===== src/pkg/ptp_cfg_pkg.sv =====
// Shared constants for the timestamp port configuration register and its capture qualifiers.
package ptp_cfg_pkg;

   // ****************************************************************
   // Register map
   // ****************************************************************
   localparam int ADDR_W = 9;
   localparam int DATA_W = 32;
   localparam logic [8:0] CFG_OFFSET = 9'h194;
   localparam logic [31:0] CFG_RESET = 32'h4343_4000;

   // ****************************************************************
   // Per-port field groups, eight bits each, top bit is the role
   // ****************************************************************
   localparam int PORT_FIELDS = 8;
   localparam int P1_BASE = 23;
   localparam int P2_BASE = 31;
   localparam int FLD_ROLE = 7;
   localparam int FLD_PRI = 6;
   localparam int FLD_AUX = 2;
   localparam int FLD_LOCK_RX = 1;
   localparam int FLD_LOCK_TX = 0;

   // ****************************************************************
   // Addresses and message types
   // ****************************************************************
   localparam int MAC_W = 48;
   localparam int AUX_HI_W = 16;
   localparam int AUX_LO_W = 32;
   localparam int FIXED_ADDRS = 4;
   // Entry 0 is the primary address, entries 1 to 3 the alternates.
   localparam logic [3:0][47:0] PTP_ADDRS = {48'h01005e000184, 48'h01005e000183,
                                             48'h01005e000182, 48'h01005e000181};
   localparam logic [3:0] MSG_SYNC = 4'h0;
   localparam logic [3:0] MSG_DELAY_REQ = 4'h1;

endpackage


===== src/hw/ptp_port_capture.sv =====
// Capture qualifier for one switch port: address match, role filter and capture lock.
`timescale 1ns/10ps
`default_nettype none
module ptp_port_capture
(
   input wire logic sys_clk,
   input wire logic reset_n,
   input wire logic [ptp_cfg_pkg::PORT_FIELDS-1:0] port_fields,
   input wire logic [ptp_cfg_pkg::MAC_W-1:0] aux_addr,
   input wire logic frame_valid,
   input wire logic frame_tx,
   input wire logic [3:0] msg_type,
   input wire logic [ptp_cfg_pkg::MAC_W-1:0] dest_addr,
   input wire logic irq_rx_pending,
   input wire logic irq_tx_pending,
   output logic capture_rx_q,
   output logic capture_tx_q
);
   import ptp_cfg_pkg::*;

   logic [FIXED_ADDRS-1:0] fixed_hit;
   logic aux_hit;
   logic addr_hit;
   logic want_tx;
   logic want_rx;
   logic qual_tx;
   logic qual_rx;
   logic capture_rx_d;
   logic capture_tx_d;

   // ****************************************************************
   // Address recognition
   // ****************************************************************
   // fixed address enables
   for (genvar i = 0; i < FIXED_ADDRS; i++)
   begin : g_fixed
      assign fixed_hit[i] = port_fields[FLD_PRI - i] && (dest_addr == PTP_ADDRS[i]);
   end

   always_comb
   begin
      aux_hit = port_fields[FLD_AUX] && (dest_addr == aux_addr);
      addr_hit = (|fixed_hit) || aux_hit;
      want_tx = port_fields[FLD_ROLE] ? (msg_type == MSG_SYNC) : (msg_type == MSG_DELAY_REQ);
      want_rx = port_fields[FLD_ROLE] ? (msg_type == MSG_DELAY_REQ) : (msg_type == MSG_SYNC);
      qual_tx = frame_valid && frame_tx && addr_hit && want_tx;
      qual_rx = frame_valid && !frame_tx && addr_hit && want_rx;
      capture_tx_d = qual_tx && !(port_fields[FLD_LOCK_TX] && irq_tx_pending);
      capture_rx_d = qual_rx && !(port_fields[FLD_LOCK_RX] && irq_rx_pending);
   end

   always_ff @(posedge sys_clk)
   begin
      if (!reset_n)
      begin
         capture_rx_q <= 1'b0;
         capture_tx_q <= 1'b0;
      end
      else
      begin
         capture_rx_q <= capture_rx_d;
         capture_tx_q <= capture_tx_d;
      end
   end

   // ****************************************************************
   // Checks
   // ****************************************************************
   AST_MASTER_TX_SYNC: assert property (@(posedge sys_clk) disable iff (!reset_n)
      frame_valid && frame_tx && addr_hit && port_fields[FLD_ROLE] && msg_type == MSG_SYNC
      && !(port_fields[FLD_LOCK_TX] && irq_tx_pending) |=> capture_tx_q)
      else $error("Master did not capture transmitted Sync.");
   AST_SLAVE_RX_SYNC: assert property (@(posedge sys_clk) disable iff (!reset_n)
      frame_valid && !frame_tx && addr_hit && !port_fields[FLD_ROLE] && msg_type == MSG_SYNC
      && !(port_fields[FLD_LOCK_RX] && irq_rx_pending) |=> capture_rx_q)
      else $error("Slave did not capture received Sync.");
   AST_ROLE_FILTER: assert property (@(posedge sys_clk) disable iff (!reset_n)
      frame_valid && frame_tx && port_fields[FLD_ROLE] && msg_type == MSG_DELAY_REQ |=> !capture_tx_q)
      else $error("Master captured transmitted Delay_Req.");
   AST_NO_ADDR: assert property (@(posedge sys_clk) disable iff (!reset_n)
      frame_valid && !addr_hit |=> !capture_tx_q && !capture_rx_q)
      else $error("Capture without enabled address match.");
   AST_PRI_HIT: assert property (@(posedge sys_clk) disable iff (!reset_n)
      dest_addr == PTP_ADDRS[0] && port_fields[FLD_PRI] |-> addr_hit)
      else $error("Enabled primary address not recognised.");
   AST_AUX_HIT: assert property (@(posedge sys_clk) disable iff (!reset_n)
      dest_addr == aux_addr && port_fields[FLD_AUX] |-> addr_hit)
      else $error("Enabled auxiliary address not recognised.");
   AST_LOCK_RX: assert property (@(posedge sys_clk) disable iff (!reset_n)
      port_fields[FLD_LOCK_RX] && irq_rx_pending |=> !capture_rx_q)
      else $error("Receive capture overwrote a locked entry.");
   AST_UNLOCKED_TX: assert property (@(posedge sys_clk) disable iff (!reset_n)
      qual_tx && !port_fields[FLD_LOCK_TX] && irq_tx_pending |=> capture_tx_q)
      else $error("Unlocked transmit capture was held off.");
   COV_LOCKED: cover property (@(posedge sys_clk) disable iff (!reset_n)
      qual_rx && port_fields[FLD_LOCK_RX] && irq_rx_pending);
   COV_TX_CAPTURE: cover property (@(posedge sys_clk) disable iff (!reset_n) capture_tx_q);
endmodule
`default_nettype wire


===== src/hw/ptp_port_timestamp_config.sv =====
// Timestamp port configuration register with the capture qualifiers for ports 1 and 2.
`timescale 1ns/10ps
`default_nettype none
module ptp_port_timestamp_config
(
   input wire logic sys_clk,
   input wire logic reset_n,
   input wire logic [ptp_cfg_pkg::ADDR_W-1:0] reg_addr,
   input wire logic reg_wr,
   input wire logic reg_rd,
   input wire logic [ptp_cfg_pkg::DATA_W-1:0] reg_wdata,
   output logic [ptp_cfg_pkg::DATA_W-1:0] reg_rdata_q,
   output logic reg_rvalid_q,
   input wire logic [ptp_cfg_pkg::AUX_HI_W-1:0] aux_ptp_addr_high,
   input wire logic [ptp_cfg_pkg::AUX_LO_W-1:0] aux_ptp_addr_low,
   input wire logic [1:0] frame_valid,
   input wire logic [1:0] frame_tx,
   input wire logic [1:0][3:0] msg_type,
   input wire logic [1:0][ptp_cfg_pkg::MAC_W-1:0] dest_addr,
   input wire logic [1:0] irq_rx_pending,
   input wire logic [1:0] irq_tx_pending,
   output logic [1:0] capture_rx_q,
   output logic [1:0] capture_tx_q
);
   import ptp_cfg_pkg::*;

   logic [DATA_W-1:0] cfg_q;
   logic [DATA_W-1:0] cfg_d;
   logic [DATA_W-1:0] reg_rdata_d;
   logic reg_rvalid_d;
   logic [MAC_W-1:0] aux_addr;
   logic cfg_sel;

   // ****************************************************************
   // Register access
   // ****************************************************************
   // A read in the same cycle as a write returns the old contents, so software sees
   // a stable value and never half of an update.
   always_comb
   begin
      cfg_sel = (reg_addr == CFG_OFFSET);
      cfg_d = cfg_q;
      if (reg_wr && cfg_sel)
      begin
         cfg_d = reg_wdata;
      end
      reg_rvalid_d = reg_rd;
      reg_rdata_d = '0;
      if (reg_rd && cfg_sel)
      begin
         reg_rdata_d = cfg_q;
      end
   end

   always_ff @(posedge sys_clk)
   begin
      if (!reset_n)
      begin
         cfg_q <= CFG_RESET;
         reg_rdata_q <= '0;
         reg_rvalid_q <= 1'b0;
      end
      else
      begin
         cfg_q <= cfg_d;
         reg_rdata_q <= reg_rdata_d;
         reg_rvalid_q <= reg_rvalid_d;
      end
   end

   // ****************************************************************
   // Per-port capture qualifiers, index 0 is port 1, index 1 is port 2
   // ****************************************************************
   // auxiliary address join
   assign aux_addr = {aux_ptp_addr_high, aux_ptp_addr_low};

   // The low port 1 fields and the port 0 fields are stored and read back, but their
   // qualifiers live elsewhere; only the group at each base feeds this block.
   for (genvar g = 0; g < 2; g++)
   begin : g_port
      localparam int BASE = (g == 0) ? P1_BASE : P2_BASE;
      ptp_port_capture u_capture
      (
         .sys_clk(sys_clk),
         .reset_n(reset_n),
         .port_fields(cfg_q[BASE -: PORT_FIELDS]),
         .aux_addr(aux_addr),
         .frame_valid(frame_valid[g]),
         .frame_tx(frame_tx[g]),
         .msg_type(msg_type[g]),
         .dest_addr(dest_addr[g]),
         .irq_rx_pending(irq_rx_pending[g]),
         .irq_tx_pending(irq_tx_pending[g]),
         .capture_rx_q(capture_rx_q[g]),
         .capture_tx_q(capture_tx_q[g])
      );
   end

   // ****************************************************************
   // Checks
   // ****************************************************************
   AST_RESET_DEFAULT: assert property (@(posedge sys_clk)
      !reset_n |=> cfg_q == CFG_RESET && !reg_rvalid_q)
      else $error("Register did not take its default on reset.");
   AST_WRITE_TAKES: assert property (@(posedge sys_clk) disable iff (!reset_n)
      reg_wr && reg_addr == CFG_OFFSET |=> cfg_q == $past(reg_wdata))
      else $error("Write to the configuration register was lost.");
   AST_WRITE_THEN_READ: assert property (@(posedge sys_clk) disable iff (!reset_n)
      reg_wr && reg_addr == CFG_OFFSET ##1 reg_rd && reg_addr == CFG_OFFSET && !reg_wr
      |=> reg_rvalid_q && reg_rdata_q == $past(reg_wdata, 2))
      else $error("Readback differs from the value written.");
   AST_OTHER_ADDR: assert property (@(posedge sys_clk) disable iff (!reset_n)
      reg_wr && reg_addr != CFG_OFFSET |=> $stable(cfg_q))
      else $error("Write to another address changed the register.");
   AST_UNMAPPED_READ: assert property (@(posedge sys_clk) disable iff (!reset_n)
      reg_rd && reg_addr != CFG_OFFSET |=> reg_rvalid_q && reg_rdata_q == '0)
      else $error("Unmapped read returned nonzero data.");
   AST_P2_LOCK_TX: assert property (@(posedge sys_clk) disable iff (!reset_n)
      cfg_q[P2_BASE - FLD_ROLE + FLD_LOCK_TX] && irq_tx_pending[1] |=> !capture_tx_q[1])
      else $error("Port 2 transmit capture overwrote a locked entry.");
   AST_P1_PRI_OFF: assert property (@(posedge sys_clk) disable iff (!reset_n)
      frame_valid[0] && dest_addr[0] == PTP_ADDRS[0] && cfg_q[P1_BASE - FLD_ROLE + FLD_PRI : P1_BASE - 6] == '0
      |=> !capture_rx_q[0] && !capture_tx_q[0])
      else $error("Port 1 captured a disabled primary address.");
   AST_P2_ALT1: assert property (@(posedge sys_clk) disable iff (!reset_n)
      frame_valid[1] && !frame_tx[1] && dest_addr[1] == PTP_ADDRS[1] && cfg_q[29] && !cfg_q[31]
      && msg_type[1] == MSG_SYNC && !(cfg_q[25] && irq_rx_pending[1]) |=> capture_rx_q[1])
      else $error("Port 2 missed a Sync on the first alternate address.");

   // ****************************************************************
   // Per-field checks
   // ****************************************************************
   // Each port 2 enable and the port 1 primary and first two alternate enables are checked alone with the lock out of the way, so a swapped field
   // position shows up as a missed capture rather than hiding behind another enable.
   AST_P2_ALT2: assert property (@(posedge sys_clk) disable iff (!reset_n)
      frame_valid[1] && !frame_tx[1] && dest_addr[1] == PTP_ADDRS[2] && cfg_q[28] && !cfg_q[31]
      && msg_type[1] == MSG_SYNC && !(cfg_q[25] && irq_rx_pending[1]) |=> capture_rx_q[1])
      else $error("Port 2 missed a Sync on the second alternate address.");
   AST_P2_ALT3: assert property (@(posedge sys_clk) disable iff (!reset_n)
      frame_valid[1] && !frame_tx[1] && dest_addr[1] == PTP_ADDRS[3] && cfg_q[27] && !cfg_q[31]
      && msg_type[1] == MSG_SYNC && !(cfg_q[25] && irq_rx_pending[1]) |=> capture_rx_q[1])
      else $error("Port 2 missed a Sync on the third alternate address.");
   AST_P2_AUX: assert property (@(posedge sys_clk) disable iff (!reset_n)
      frame_valid[1] && !frame_tx[1] && dest_addr[1] == aux_addr && cfg_q[26] && !cfg_q[31]
      && msg_type[1] == MSG_SYNC && !(cfg_q[25] && irq_rx_pending[1]) |=> capture_rx_q[1])
      else $error("Port 2 missed a Sync on the auxiliary address.");
   AST_P2_PRI_ON: assert property (@(posedge sys_clk) disable iff (!reset_n)
      frame_valid[1] && !frame_tx[1] && dest_addr[1] == PTP_ADDRS[0] && cfg_q[30] && !cfg_q[31]
      && msg_type[1] == MSG_SYNC && !(cfg_q[25] && irq_rx_pending[1]) |=> capture_rx_q[1])
      else $error("Port 2 missed a Sync on the primary address.");
   AST_P2_SLAVE_TX: assert property (@(posedge sys_clk) disable iff (!reset_n)
      frame_valid[1] && frame_tx[1] && dest_addr[1] == PTP_ADDRS[0] && cfg_q[30] && !cfg_q[31]
      && msg_type[1] == MSG_DELAY_REQ && !(cfg_q[24] && irq_tx_pending[1]) |=> capture_tx_q[1])
      else $error("Port 2 slave missed a transmitted Delay_Req.");
   AST_P2_MASTER_RX: assert property (@(posedge sys_clk) disable iff (!reset_n)
      frame_valid[1] && !frame_tx[1] && dest_addr[1] == PTP_ADDRS[1] && cfg_q[29] && cfg_q[31]
      && msg_type[1] == MSG_DELAY_REQ && !(cfg_q[25] && irq_rx_pending[1]) |=> capture_rx_q[1])
      else $error("Port 2 master missed a received Delay_Req.");
   AST_P2_LOCK_RX: assert property (@(posedge sys_clk) disable iff (!reset_n)
      cfg_q[25] && irq_rx_pending[1] |=> !capture_rx_q[1])
      else $error("Port 2 receive capture overwrote a locked entry.");
   AST_P2_UNLOCKED_RX: assert property (@(posedge sys_clk) disable iff (!reset_n)
      frame_valid[1] && !frame_tx[1] && dest_addr[1] == PTP_ADDRS[0] && cfg_q[30] && !cfg_q[31]
      && msg_type[1] == MSG_SYNC && !cfg_q[25] |=> capture_rx_q[1])
      else $error("Port 2 unlocked receive capture was held off.");
   AST_P1_PRI_ON: assert property (@(posedge sys_clk) disable iff (!reset_n)
      frame_valid[0] && !frame_tx[0] && dest_addr[0] == PTP_ADDRS[0] && cfg_q[22] && !cfg_q[23]
      && msg_type[0] == MSG_SYNC && !(cfg_q[17] && irq_rx_pending[0]) |=> capture_rx_q[0])
      else $error("Port 1 missed a Sync on the primary address.");
   AST_P1_ALT1: assert property (@(posedge sys_clk) disable iff (!reset_n)
      frame_valid[0] && !frame_tx[0] && dest_addr[0] == PTP_ADDRS[1] && cfg_q[21] && !cfg_q[23]
      && msg_type[0] == MSG_SYNC && !(cfg_q[17] && irq_rx_pending[0]) |=> capture_rx_q[0])
      else $error("Port 1 missed a Sync on the first alternate address.");
   AST_P1_ALT2: assert property (@(posedge sys_clk) disable iff (!reset_n)
      frame_valid[0] && !frame_tx[0] && dest_addr[0] == PTP_ADDRS[2] && cfg_q[20] && !cfg_q[23]
      && msg_type[0] == MSG_SYNC && !(cfg_q[17] && irq_rx_pending[0]) |=> capture_rx_q[0])
      else $error("Port 1 missed a Sync on the second alternate address.");
   AST_P1_MASTER_TX: assert property (@(posedge sys_clk) disable iff (!reset_n)
      frame_valid[0] && frame_tx[0] && dest_addr[0] == PTP_ADDRS[1] && cfg_q[21] && cfg_q[23]
      && msg_type[0] == MSG_SYNC && !(cfg_q[16] && irq_tx_pending[0]) |=> capture_tx_q[0])
      else $error("Port 1 master missed a transmitted Sync.");
   AST_P1_SLAVE_TX_SYNC: assert property (@(posedge sys_clk) disable iff (!reset_n)
      frame_valid[0] && frame_tx[0] && !cfg_q[23] && msg_type[0] == MSG_SYNC |=> !capture_tx_q[0])
      else $error("Port 1 slave captured a transmitted Sync.");
   AST_RVALID_ONLY_READ: assert property (@(posedge sys_clk) disable iff (!reset_n)
      !reg_rd |=> !reg_rvalid_q)
      else $error("Read valid without a read.");
   AST_IDLE_RDATA: assert property (@(posedge sys_clk) disable iff (!reset_n)
      !reg_rd |=> reg_rdata_q == '0)
      else $error("Read data not zero outside a read.");
   COV_CFG_WRITE: cover property (@(posedge sys_clk) disable iff (!reset_n)
      reg_wr && reg_addr == CFG_OFFSET);
   COV_P2_MASTER: cover property (@(posedge sys_clk) disable iff (!reset_n)
      cfg_q[P2_BASE] && capture_tx_q[1]);
   COV_P1_SLAVE_RX: cover property (@(posedge sys_clk) disable iff (!reset_n)
      !cfg_q[P1_BASE] && capture_rx_q[0]);
endmodule
`default_nettype wire


===== config.mk =====
export PLATFORM = sky130hd
export DESIGN_NAME = ptp_port_timestamp_config
export DESIGN_NICKNAME = d
export VERILOG_FILES = /design/src/pkg/ptp_cfg_pkg.sv /design/src/hw/ptp_port_capture.sv /design/src/hw/ptp_port_timestamp_config.sv
export SDC_FILE = /design/constraint.sdc
export NUM_CORES = 1
export LEC_CHECK = 0
export BUFFER_PORTS_ARGS = -buffer_cell sky130_fd_sc_hd__buf_4
export CORE_ASPECT_RATIO = 1.4
export CORE_MARGIN = 2
export CORE_UTILIZATION = 25
export DETAILED_ROUTE_END_ITERATION = 10
export PLACE_DENSITY_LB_ADDON = 0.2
export SYNTH_ARGS = -nofsm -noshare
export SYNTH_HDL_FRONTEND = slang
export SYNTH_SLANG_ARGS = --single-unit

===== constraint.sdc =====
create_clock -name sys_clk -period 2.85 [get_ports sys_clk]
set_input_delay 0.57 -clock sys_clk [delete_from_list [all_inputs] [get_ports sys_clk]]
set_output_delay 0.57 -clock sys_clk [all_outputs]
set_load 0.005 [all_outputs]

==> summary.txt, run 1 <==
Run status
  • Run status: finished, final reports clean

Floorplan
  • Die Span Y: 148 µm
  • Initial Utilization: 0.256
  • Core area: 14500 µm²
  • DIE WIDTH: 107 µm
  • IO Pins: 242
  • Row count: 52
  • DIE AREA: 15900 µm²

Pwr
  • Pleak: 2.63 nW
  • Power share of the clock group: 0.432
  • Final Power: 2.58 mW
  • Comb power frac: 0.193
  • Pwr per Cell Area: 424 nW/µm²
  • VDD IR max: 0.000359 V
  • Sw Pwr: 628 µW
  • Flop pwr share: 0.375
  • Internal power: 1.95 mW
  • Sw Share: 0.244

Timing
  • RSZ-0062 raised after global routing: no
  • Fmax: 488 MHz
  • Setup ws final: 0.799 ns
  • Final Hold Fails: 0
  • Slew margin rel.: 0.437
  • Final period util: 0.720
  • Post-layout min period: 2.05 ns
  • Setup Skew: 0.00476 ns
  • Max-slew violations: 0
  • Worst-Margin Slew: 0.833 ns
  • Total negative slack: 0 ns
  • # setup viols final: 0

Setup path
  • Worst Setup Start Kind: primary input
  • Worst path arrival time: 2.31 ns
  • Worst path required time: 3.11 ns
  • Max FO, Critical Path: 2
  • CP endpoint kind: register
  • CP Class: primary input to register

Finish
  • Share of post-route cells with drive strength above 1: 0.407
  • Area Overhead vs Synth: 63.5%
  • Fillcell total: 1508
  • Final layout net count: 873
  • Most frequent cells in the layout: 247 x buf_4, 74 x nand2_1, 69 x dfxtp_1
  • Footprint of the multi-input gates: 2230 µm²
  • Register Area: 1380 µm²
  • Commonest non-fill, non-tap cell in the layout: buf_4
  • Inserted Diodes: 0

Synth
  • Part of the Yosys area used for sequential elements: 0.372
  • Ys Warns: 0
  • Mean area per synthesized cell: 8.73 µm²
  • Unique masters post-synth: 32
  • Net Count, Synth: 630
  • Cells after Synth: 425
  • Syn Std Cell Area: 3710 µm²
  • Flops & latches, synth: 69

Placement
  • RD Place Congestion: 0.897
  • Worst slack at placement: 0.498 ns
  • Port Buf Inserts: 241
  • Dpl hpwl: 14700 µm

Clock tree
  • Clk buf depth: 2
  • Post-cts resize count: 0
  • Clock transition at path regs: 0.06 ns
  • Num CTS Buffers: 9
  • CTS Hold Bufs: 0
  • Post-CTS Setup Bufs: 0
  • CTS tree: yes
  • Clock Latency Late Sink: 0.33 ns
  • Root buffer selected by CTS: clkbuf_16
  • # clock sinks: 69
  • H-Tree Depth: 3

Global route
  • Number of global-route vias before repair: 4168
  • Global Route Usage Sum: 0.212
  • Largest net degree at the start of global routing: 25
  • Global-route wire length before repair: 24600 µm
  • Grt ovf: 0
  • Initial antenna violation count: 0

Route
  • Final WL: 17100 µm
  • Routed vias/inst: 4.67
  • Via count: 4024
  • ANT nets after route: 0
  • Wirelength per Cell: 19.9 µm
  • DRT iter0 DRCs: 148
  • First-pass DRT Iterations: 6
  • Remaining DRCs: 0

Hold path
  • Hold Crit Class: register to register

Flow run
  • Max-Cap Viols: 0
## synthesized netlist by cell type
| cell | instances | area [µm²] |
|---|---|---|
| xnor2_1 | 42 | 368 |
| nor2b_1 | 6 | 37.5 |
| nor3_1 | 2 | 10.0 |
| and2_1 | 33 | 206 |
| a211oi_1 | 2 | 15.0 |
| nand4_1 | 20 | 125 |
| nor3b_1 | 3 | 22.5 |
| clkbuf_1 | 13 | 48.8 |
| a21oi_1 | 6 | 30.0 |
| nor2_1 | 3 | 11.3 |
| nor4b_1 | 10 | 87.6 |
| buf_4 | 4 | 30.0 |
| nor4_4 | 1 | 21.3 |
| nand3_1 | 11 | 55.1 |
| or4_4 | 4 | 45.0 |
| dfxtp_1 | 69 | 1380 |
| o221ai_1 | 1 | 8.76 |
| a21o_1 | 1 | 7.51 |
| inv_1 | 6 | 22.5 |
| nor4_1 | 22 | 138 |
| nor4_2 | 2 | 25.0 |
| o21ai_0 | 4 | 20.0 |
| nand2b_1 | 4 | 25.0 |
| a21boi_1 | 25 | 188 |
| nand4_4 | 1 | 21.3 |
| a2111o_1 | 1 | 11.3 |
| nand2_1 | 74 | 278 |
| or2_1 | 1 | 6.26 |
| or4_1 | 1 | 7.51 |
| xor2_1 | 50 | 438 |
| o2111ai_1 | 1 | 8.76 |
| a31oi_1 | 2 | 12.5 |
## layer usage
| layer | vias up | GRT usage | wire length [µm] |
|---|---|---|---|
| met1 | 1837 | 0.216 | 6050 |
| met4 | 0 | 0.0929 | 646 |
| met3 | 34 | 0.0706 | 1730 |
| met2 | 218 | 0.390 | 8720 |
| met5 | - | 0 | 0 |
| li1 | 1935 | - | - |
## power by group through the flow
| stage | clock (mW) | combinational (mW) | sequential [mW] |
|---|---|---|---|
| 3_3_place_gp | 0 | 0.496 | 0.987 |
| 6_report | 1.11 | 0.498 | 0.967 |
| 5_1_grt | 1.19 | 0.526 | 0.966 |
| 2_1_floorplan | 0 | 0.145 | 0.987 |
| 4_1_cts | 1.14 | 0.499 | 0.966 |
| 3_5_place_dp | 0 | 0.495 | 0.988 |
## critical path: stages
cell	delay (ns)
buf_4	0.12
or4_4	0.55
nor4_2	0.28
nand4_1	0.13
or4_4	0.52
a21oi_1	0.14
## layout make-up
cell class,count,area share
Multi-Input combinational cell,333,0.368
Sequential cell,69,0.228
Clock inverter,5,0.00969
Tap cell,189,0.0390
Timing Repair Buffer,249,0.312
Clock buffer,11,0.0400
Inverter,6,0.00371
## logic make-up (layout without fill, tap and decap cells)
family,after synthesis,count (layout),share of synthesized area
simple gates,198,198,0.302
buf+inv,23,271,0.0273
xor+xnor,92,92,0.217
compound gates,43,43,0.0812
flops,69,69,0.372
## flip-flops by register name (all words and copies together) (netlist names)
register,flops
cfg_q,32
reg_rdata_q,32
g_port.u_capture.capture_rx_q,2
reg_rvalid_q,1
g_port.u_capture.capture_tx_q,2
## metrics by stage
stage               utilization  instance area (µm²)  hold slack [ns]  instances
global route              0.418                 6070            0.456        862
finish                    0.418                 6070            0.446        862
detailed placement        0.398                 5770            0.440        846
CTS                       0.418                 6070            0.441        862
global placement          0.398                 5770            0.435        846
floorplan                     -                 3710            0.430        425
## final timing paths
kind | start | end | slack (ns) | cells past startpoint
hold reg to reg | cfg_q[9] | cfg_q[9] | 0.45 | 2
setup reg to reg | cfg_q[20] | g_port[0].u_capture.capture_tx_q | 1.43 | 5
setup / recovery | dest_addr[20] | g_port[0].u_capture.capture_tx_q | 0.80 | 6
hold / removal | cfg_q[9] | cfg_q[9] | 0.45 | 2
(Power assumes the default switching activity.)
==> run 2: changes to the inputs <==
ABC_AREA = 1   (was default)
clock period = 1.8 ns   (was 2.85 ns; I/O delays follow)
==> summary.txt, run 2 <==
Clock tree
  • Clock Latency Late Sink: 0.33 ns (about the same)
  • Post-cts resize count: 0 (unchanged)
  • Num CTS Buffers: 9 (unchanged)
  • Clock transition at path regs: 0.06 ns (about the same)
  • CTS Hold Bufs: 0 (unchanged)
  • # clock sinks: 69 (unchanged)
  • Post-CTS Setup Bufs: 0 (unchanged)
  • CTS tree: yes
  • H-Tree Depth: 3 (unchanged)
  • Root buffer selected by CTS: clkbuf_16
  • Clk buf depth: 2 (unchanged)

Synth
  • Synth top area share: 0.311 (-0.0607)
  • Async set-reset flop share out of synthesis: 0 (unchanged)
  • Ys Warns: 0 (unchanged)
  • Area leader, netlist: dfxtp_1
  • Flops & latches, synth: 69 (unchanged)
  • Top cells by area, synth: dfxtp_1 31%, nand2_1 20%, inv_1 12%, nor2_1 8.5%, o21ai_0 5.2%
  • Net Count, Synth: 969 (+54%)
  • Cells after Synth: 764 (+80%)
  • Most common cell in the netlist: nand2_1
  • Syn Std Cell Area: 4440 µm² (+19%)
  • Top_reg_cell synth: dfxtp_1
  • Part of the Yosys area used for sequential elements: 0.311 (-0.0607)
  • Unique masters post-synth: 23 (-28%)
  • Post-synth EDFFs: 0 (unchanged)
  • Most frequent cells after synthesis: 237 x nand2_1, 145 x inv_1, 100 x nor2_1, 69 x dfxtp_1, 46 x o21ai_0
  • Mean area per synthesized cell: 5.81 µm² (-34%)

Floorplan
  • IO Pins: 242 (unchanged)
  • DIE WIDTH: 117 µm (+9.0%)
  • Row count: 57 (+9.6%)
  • DIE AREA: 18800 µm² (+19%)
  • Core area: 17400 µm² (+20%)
  • Die Span Y: 162 µm (+9.1%)
  • Initial Utilization: 0.255 (-0.000975)

Placement
  • Port Buf Inserts: 241 (unchanged)
  • DP Area: 6490 µm² (+12%)
  • Post-placement cell count: 1227 (+45%)
  • Worst slack at placement: 0.0864 ns (-0.411 ns)
  • Dpl hpwl: 16800 µm (+14%)
  • RD Place Congestion: 0.950 (+5.9%)

Timing
  • Max-slew violations: 0 (unchanged)
  • Final Hold Fails: 0 (unchanged)
  • Final period util: 0.735
  • RSZ-0062 raised after global routing: no
  • Setup Skew: 0.00618 ns (+0.00141 ns)
  • Hold WS: 0.263 ns (-0.183 ns)
  • Fmax: 756 MHz
  • Total negative slack: 0 ns (unchanged)
  • Post-layout min period: 1.32 ns
  • Setup ws final: 0.477 ns (-0.322 ns)
  • # setup viols final: 0 (unchanged)
  • Worst-Margin Slew: 0.499 ns (-0.334 ns)
  • Slew margin rel.: 0.665 (+0.228)

Pwr
  • VDD IR max: 0.000587 V (+64%)
  • Pwr per Cell Area: 611 nW/µm² (+44%)
  • Sw Share: 0.265 (+0.0212)
  • Sw Pwr: 1.10 mW (+75%)
  • Power share of the clock group: 0.420 (-0.012)
  • Flop pwr share: 0.369 (-0.006)
  • Internal power: 3.05 mW (+56%)
  • Comb power frac: 0.211 (+0.018)
  • Final Power: 4.15 mW (+61%)
  • Pleak: 3.63 nW (+38%)

Route
  • DRT iter0 DRCs: 195 (+32%)
  • First-pass DRT Iterations: 5 (-1)
  • Via count: 5223 (+30%)
  • Final WL: 19300 µm (+13%)
  • Remaining DRCs: 0 (unchanged)
  • Routed vias/inst: 4.20 (-10%)
  • ANT nets after route: 0 (unchanged)
  • Wirelength per Cell: 15.5 µm (-22%)

Flow run
  • Max-Cap Viols: 0 (unchanged)

Run status
  • Run status: finished, final reports clean

Setup path
  • Worst path required time: 2.01 ns (-1.10 ns)
  • CP Class: primary input to register
  • CP endpoint kind: register
  • Max FO, Critical Path: 57 (+55)
  • Worst Setup Start Kind: primary input
  • Worst path arrival time: 1.53 ns (-0.78 ns)

Finish
  • Share of post-route cells with drive strength above 1: 0.291 (-0.116)
  • Final layout net count: 1207 (+38%)
  • Most frequent cells in the layout: 243 x buf_4, 237 x nand2_1, 145 x inv_1
  • Area Overhead vs Synth: 53.1%
  • Biggest regs: cfg_q (32), reg_rdata_q (32)
  • Fin area: 6790 µm² (+12%)
  • Inserted Diodes: 0 (unchanged)
  • Commonest non-fill, non-tap cell in the layout: buf_4
  • Final core occ: 0.390 (-0.0282)
  • Non-Filler Instances: 1243 (+44%)

Global route
  • Global Route Usage Sum: 0.201 (-0.0108)
  • Grt ovf: 0 (unchanged)
  • Initial antenna violation count: 0 (unchanged)
  • Number of global-route vias before repair: 5218 (+25%)
  • Global-route wire length before repair: 28200 µm (+15%)
  • Largest net degree at the start of global routing: 58 (+130%)
  • GR peak layer: met2
  • Met2 Use GR: 0.376 (-0.0141)
  • Met1 Use GR: 0.199 (-0.0165)
  • GRT met3 Usage: 0.0645 (-0.00601)

Hold path
  • Hold Crit Class: primary input to register
-- run 2: final cells by class --
cell class	instances	area (µm²)
fillers	1985	10600
multi-input cells	532	2400
repair buffers	245	1860
flip-flops and latches	69	1380
inverters	145	544
well taps	236	295
clock buffers	10	229
clock inverters	6	72.6
-- run 2: routing by layer --
metal / wire, µm / up-vias
li1: - / 2780
met1: 6780 / 2210
met2: 9950 / 201
met3: 1850 / 32
met4: 750 / 0
met5: 0 / -
-- run 2: worst max-delay path, cell delays in order --
cell and delay (ns):
buf_4 0.10, inv_1 0.04, nand2_1 0.09, nor4_1 0.30, nand3_2 0.14, buf_12 0.21, o21ai_0 0.21, a21oi_1 0.06
-- run 2: power groups by stage --
stage / sequential (mW) / combinational [mW] / clock, mW
after floorplan: 1.56 / 0.315 / 0
after global placement: 1.56 / 0.874 / 0
after detailed placement: 1.56 / 0.878 / 0
after CTS: 1.53 / 0.882 / 1.79
after global routing: 1.53 / 0.969 / 1.87
final: 1.53 / 0.875 / 1.74
-- run 2: path summary, 6_finish.rpt --
check,startpoint,endpoint,slack (ns),cells past startpoint
setup / recovery,reg_addr[5],cfg_q[2],0.48,8
hold / removal,reg_wdata[17],cfg_q[17],0.26,3
setup reg to reg,cfg_q[18],g_port[0].u_capture.capture_tx_q,0.57,8
hold reg to reg,cfg_q[1],reg_rdata_q[1],0.44,2
-- run 2: kinds of logic after synthesis --
family                 share of synthesized area
AO/OA/AOI/OAI                              0.111
XOR/XNOR                                  0.0336
buffers and inverters                      0.148
AND/OR/NAND/NOR                            0.396
flip-flops                                 0.311
==> run 3: changes to the inputs <==
clock period = 1.2 ns   (was 1.8 ns; I/O delays follow)
==> summary.txt, run 3 (synthesis results as in run 2) <==
Finish
  • Biggest regs: cfg_q (32), reg_rdata_q (32)
  • Area Overhead vs Synth: 61.9%
  • Share of post-route cells with drive strength above 1: 0.336 (+0.0452)
  • Final core occ: 0.413 (+0.0226)
  • Fillcell total: 1990 (+0.25%)
  • Final layout net count: 1247 (+3.3%)
  • Most frequent cells in the layout: 283 x buf_4, 234 x nand2_1, 143 x inv_1
  • Commonest non-fill, non-tap cell in the layout: buf_4
  • Inserted Diodes: 0 (unchanged)

Global route
  • Largest net degree at the start of global routing: 58 (unchanged)
  • Global-route wire length before repair: 27900 µm (-0.98%)
  • Global Route Usage Sum: 0.201 (-0.000845)
  • Grt ovf: 0 (unchanged)
  • Initial antenna violation count: 0 (unchanged)
  • Number of global-route vias before repair: 5352 (+2.6%)

Clock tree
  • Post-CTS Setup Bufs: 0 (unchanged)
  • H-Tree Depth: 3 (unchanged)
  • Clk buf depth: 2 (unchanged)
  • CTS Hold Bufs: 0 (unchanged)
  • CTS tree: yes
  • Clock transition at path regs: 0.06 ns (about the same)
  • Clock Latency Late Sink: 0.33 ns (about the same)
  • Num CTS Buffers: 9 (unchanged)
  • Root buffer selected by CTS: clkbuf_16
  • # clock sinks: 69 (unchanged)

Setup path
  • Worst Setup Start Kind: register
  • Max FO, Critical Path: 2 (-96%)
  • CP Class: register to register
  • Worst path arrival time: 1.40 ns (-0.13 ns)
  • CP endpoint kind: register
  • Worst path required time: 1.46 ns (-0.55 ns)

Placement
  • Dpl hpwl: 16800 µm (about the same)
  • Port Buf Inserts: 241 (unchanged)
  • RD Place Congestion: 0.942 (-0.82%)

Route
  • ANT nets after route: 0 (unchanged)
  • Remaining DRCs: 0 (unchanged)
  • Wirelength per Cell: 15.0 µm (-3.5%)
  • DRT iter0 DRCs: 212 (+8.7%)
  • Final WL: 19300 µm (-0.38%)
  • Via count: 5383 (+3.1%)
  • First-pass DRT Iterations: 5 (unchanged)
  • Routed vias/inst: 4.20 (-0.15%)

Pwr
  • Pwr per Cell Area: 910 nW/µm² (+49%)
  • Pleak: 3.84 nW (+5.8%)
  • VDD IR max: 0.00102 V (+74%)
  • Final Power: 6.54 mW (+58%)

Timing
  • Max-slew violations: 0 (unchanged)
  • Slew margin rel.: 0.748 (+0.0831)
  • Fmax: 876 MHz
  • Setup Skew: 0.00591 ns (-0.000269 ns)
  • RSZ-0062 raised after global routing: yes
  • Final period util: 0.951
  • Total negative slack: 0 ns (unchanged)
  • Final Hold Fails: 0 (unchanged)
  • Post-layout min period: 1.14 ns
  • Worst-Margin Slew: 0.375 ns (-0.124 ns)
  • # setup viols final: 0 (unchanged)

Floorplan
  • Core area: 17400 µm² (unchanged)
  • DIE WIDTH: 117 µm (unchanged)
  • Initial Utilization: 0.255 (unchanged)
  • Die Span Y: 162 µm (unchanged)
  • DIE AREA: 18800 µm² (unchanged)
  • IO Pins: 242 (unchanged)
  • Row count: 57 (unchanged)

Run status
  • Run status: finished, final reports clean

Flow run
  • Max-Cap Viols: 0 (unchanged)

Hold path
  • Hold Crit Class: primary input to register
-- run 3: changes by cell type in the layout (fill, tap and decap cells not counted), sizes merged --
cell,delta
bufinv,+1
inv,+1
buf,+40
clkinv,-2
-- run 3: report_power, final --
group | total [mW] | switching, mW | internal [mW]
combinational | 1.41 | 0.684 | 0.731
sequential | 2.30 | 0.000996 | 2.29
clock | 2.83 | 0.989 | 1.84
total | 6.54 | 1.67 | 4.86
-- run 3: routing by layer --
| layer | global-route usage | share of wire | vias to the layer above | wire length [µm] |
|---|---|---|---|---|
| met5 | 0 | 0 | - | 0 |
| met4 | 0.0872 | 0.039 | 0 | 752 |
| met3 | 0.0529 | 0.089 | 31 | 1720 |
| met2 | 0.375 | 0.52 | 208 | 9990 |
| met1 | 0.204 | 0.35 | 2288 | 6800 |
| li1 | - | - | 2856 | - |
-- run 3: final cells by class --
| class | instances | area [µm²] | share of cell area |
|---|---|---|---|
| Clock buffer | 10 | 229 | 0.0319 |
| Inverter | 145 | 547 | 0.0761 |
| Sequential cell | 69 | 1380 | 0.193 |
| Multi-Input combinational cell | 532 | 2470 | 0.344 |
| Timing Repair Buffer | 285 | 2160 | 0.301 |
| Tap cell | 236 | 295 | 0.0411 |
| Clock inverter | 6 | 93.8 | 0.0131 |
-- run 3: repair_timing --
action,CTS,global route
endpoints found under the setup margin,2,29
resized for setup,2,17
pin swaps,1,3
-- run 3: worst paths after layout --
kind                            cells past startpoint           from  slack [ns]                               end
worst max-delay path                                8      cfg_q[26]        0.06  g_port[1].u_capture.capture_rx_q
worst min-delay path                                3  reg_wdata[30]        0.14                         cfg_q[30]
worst max register to register                      8      cfg_q[26]        0.06  g_port[1].u_capture.capture_rx_q
worst min register to register                      2       cfg_q[1]        0.44                    reg_rdata_q[1]
-- run 3: worst max-delay path, stage by stage, from the launching register on --
cell and delay (ns):
dfxtp_2 0.34, nand2_1 0.05, nor2_1 0.12, nand2_1 0.06
nor2_1 0.12, nand2_1 0.09, nor2_2 0.10, nand2_2 0.08
a21oi_2 0.11
-- run 3: stage by stage --
stage / hold slack, ns / instances / worst slack [ns] / cell area, µm²
after floorplan: 0.381 / 764 / -0.0391 / 4500
after global placement: 0.426 / 1267 / -0.322 / 6810
after detailed placement: 0.427 / 1267 / -0.328 / 6810
after CTS: 0.132 / 1283 / 0.00567 / 7140
after global routing: 0.149 / 1283 / -0.0440 / 7180
final: 0.140 / 1283 / 0.0586 / 7180
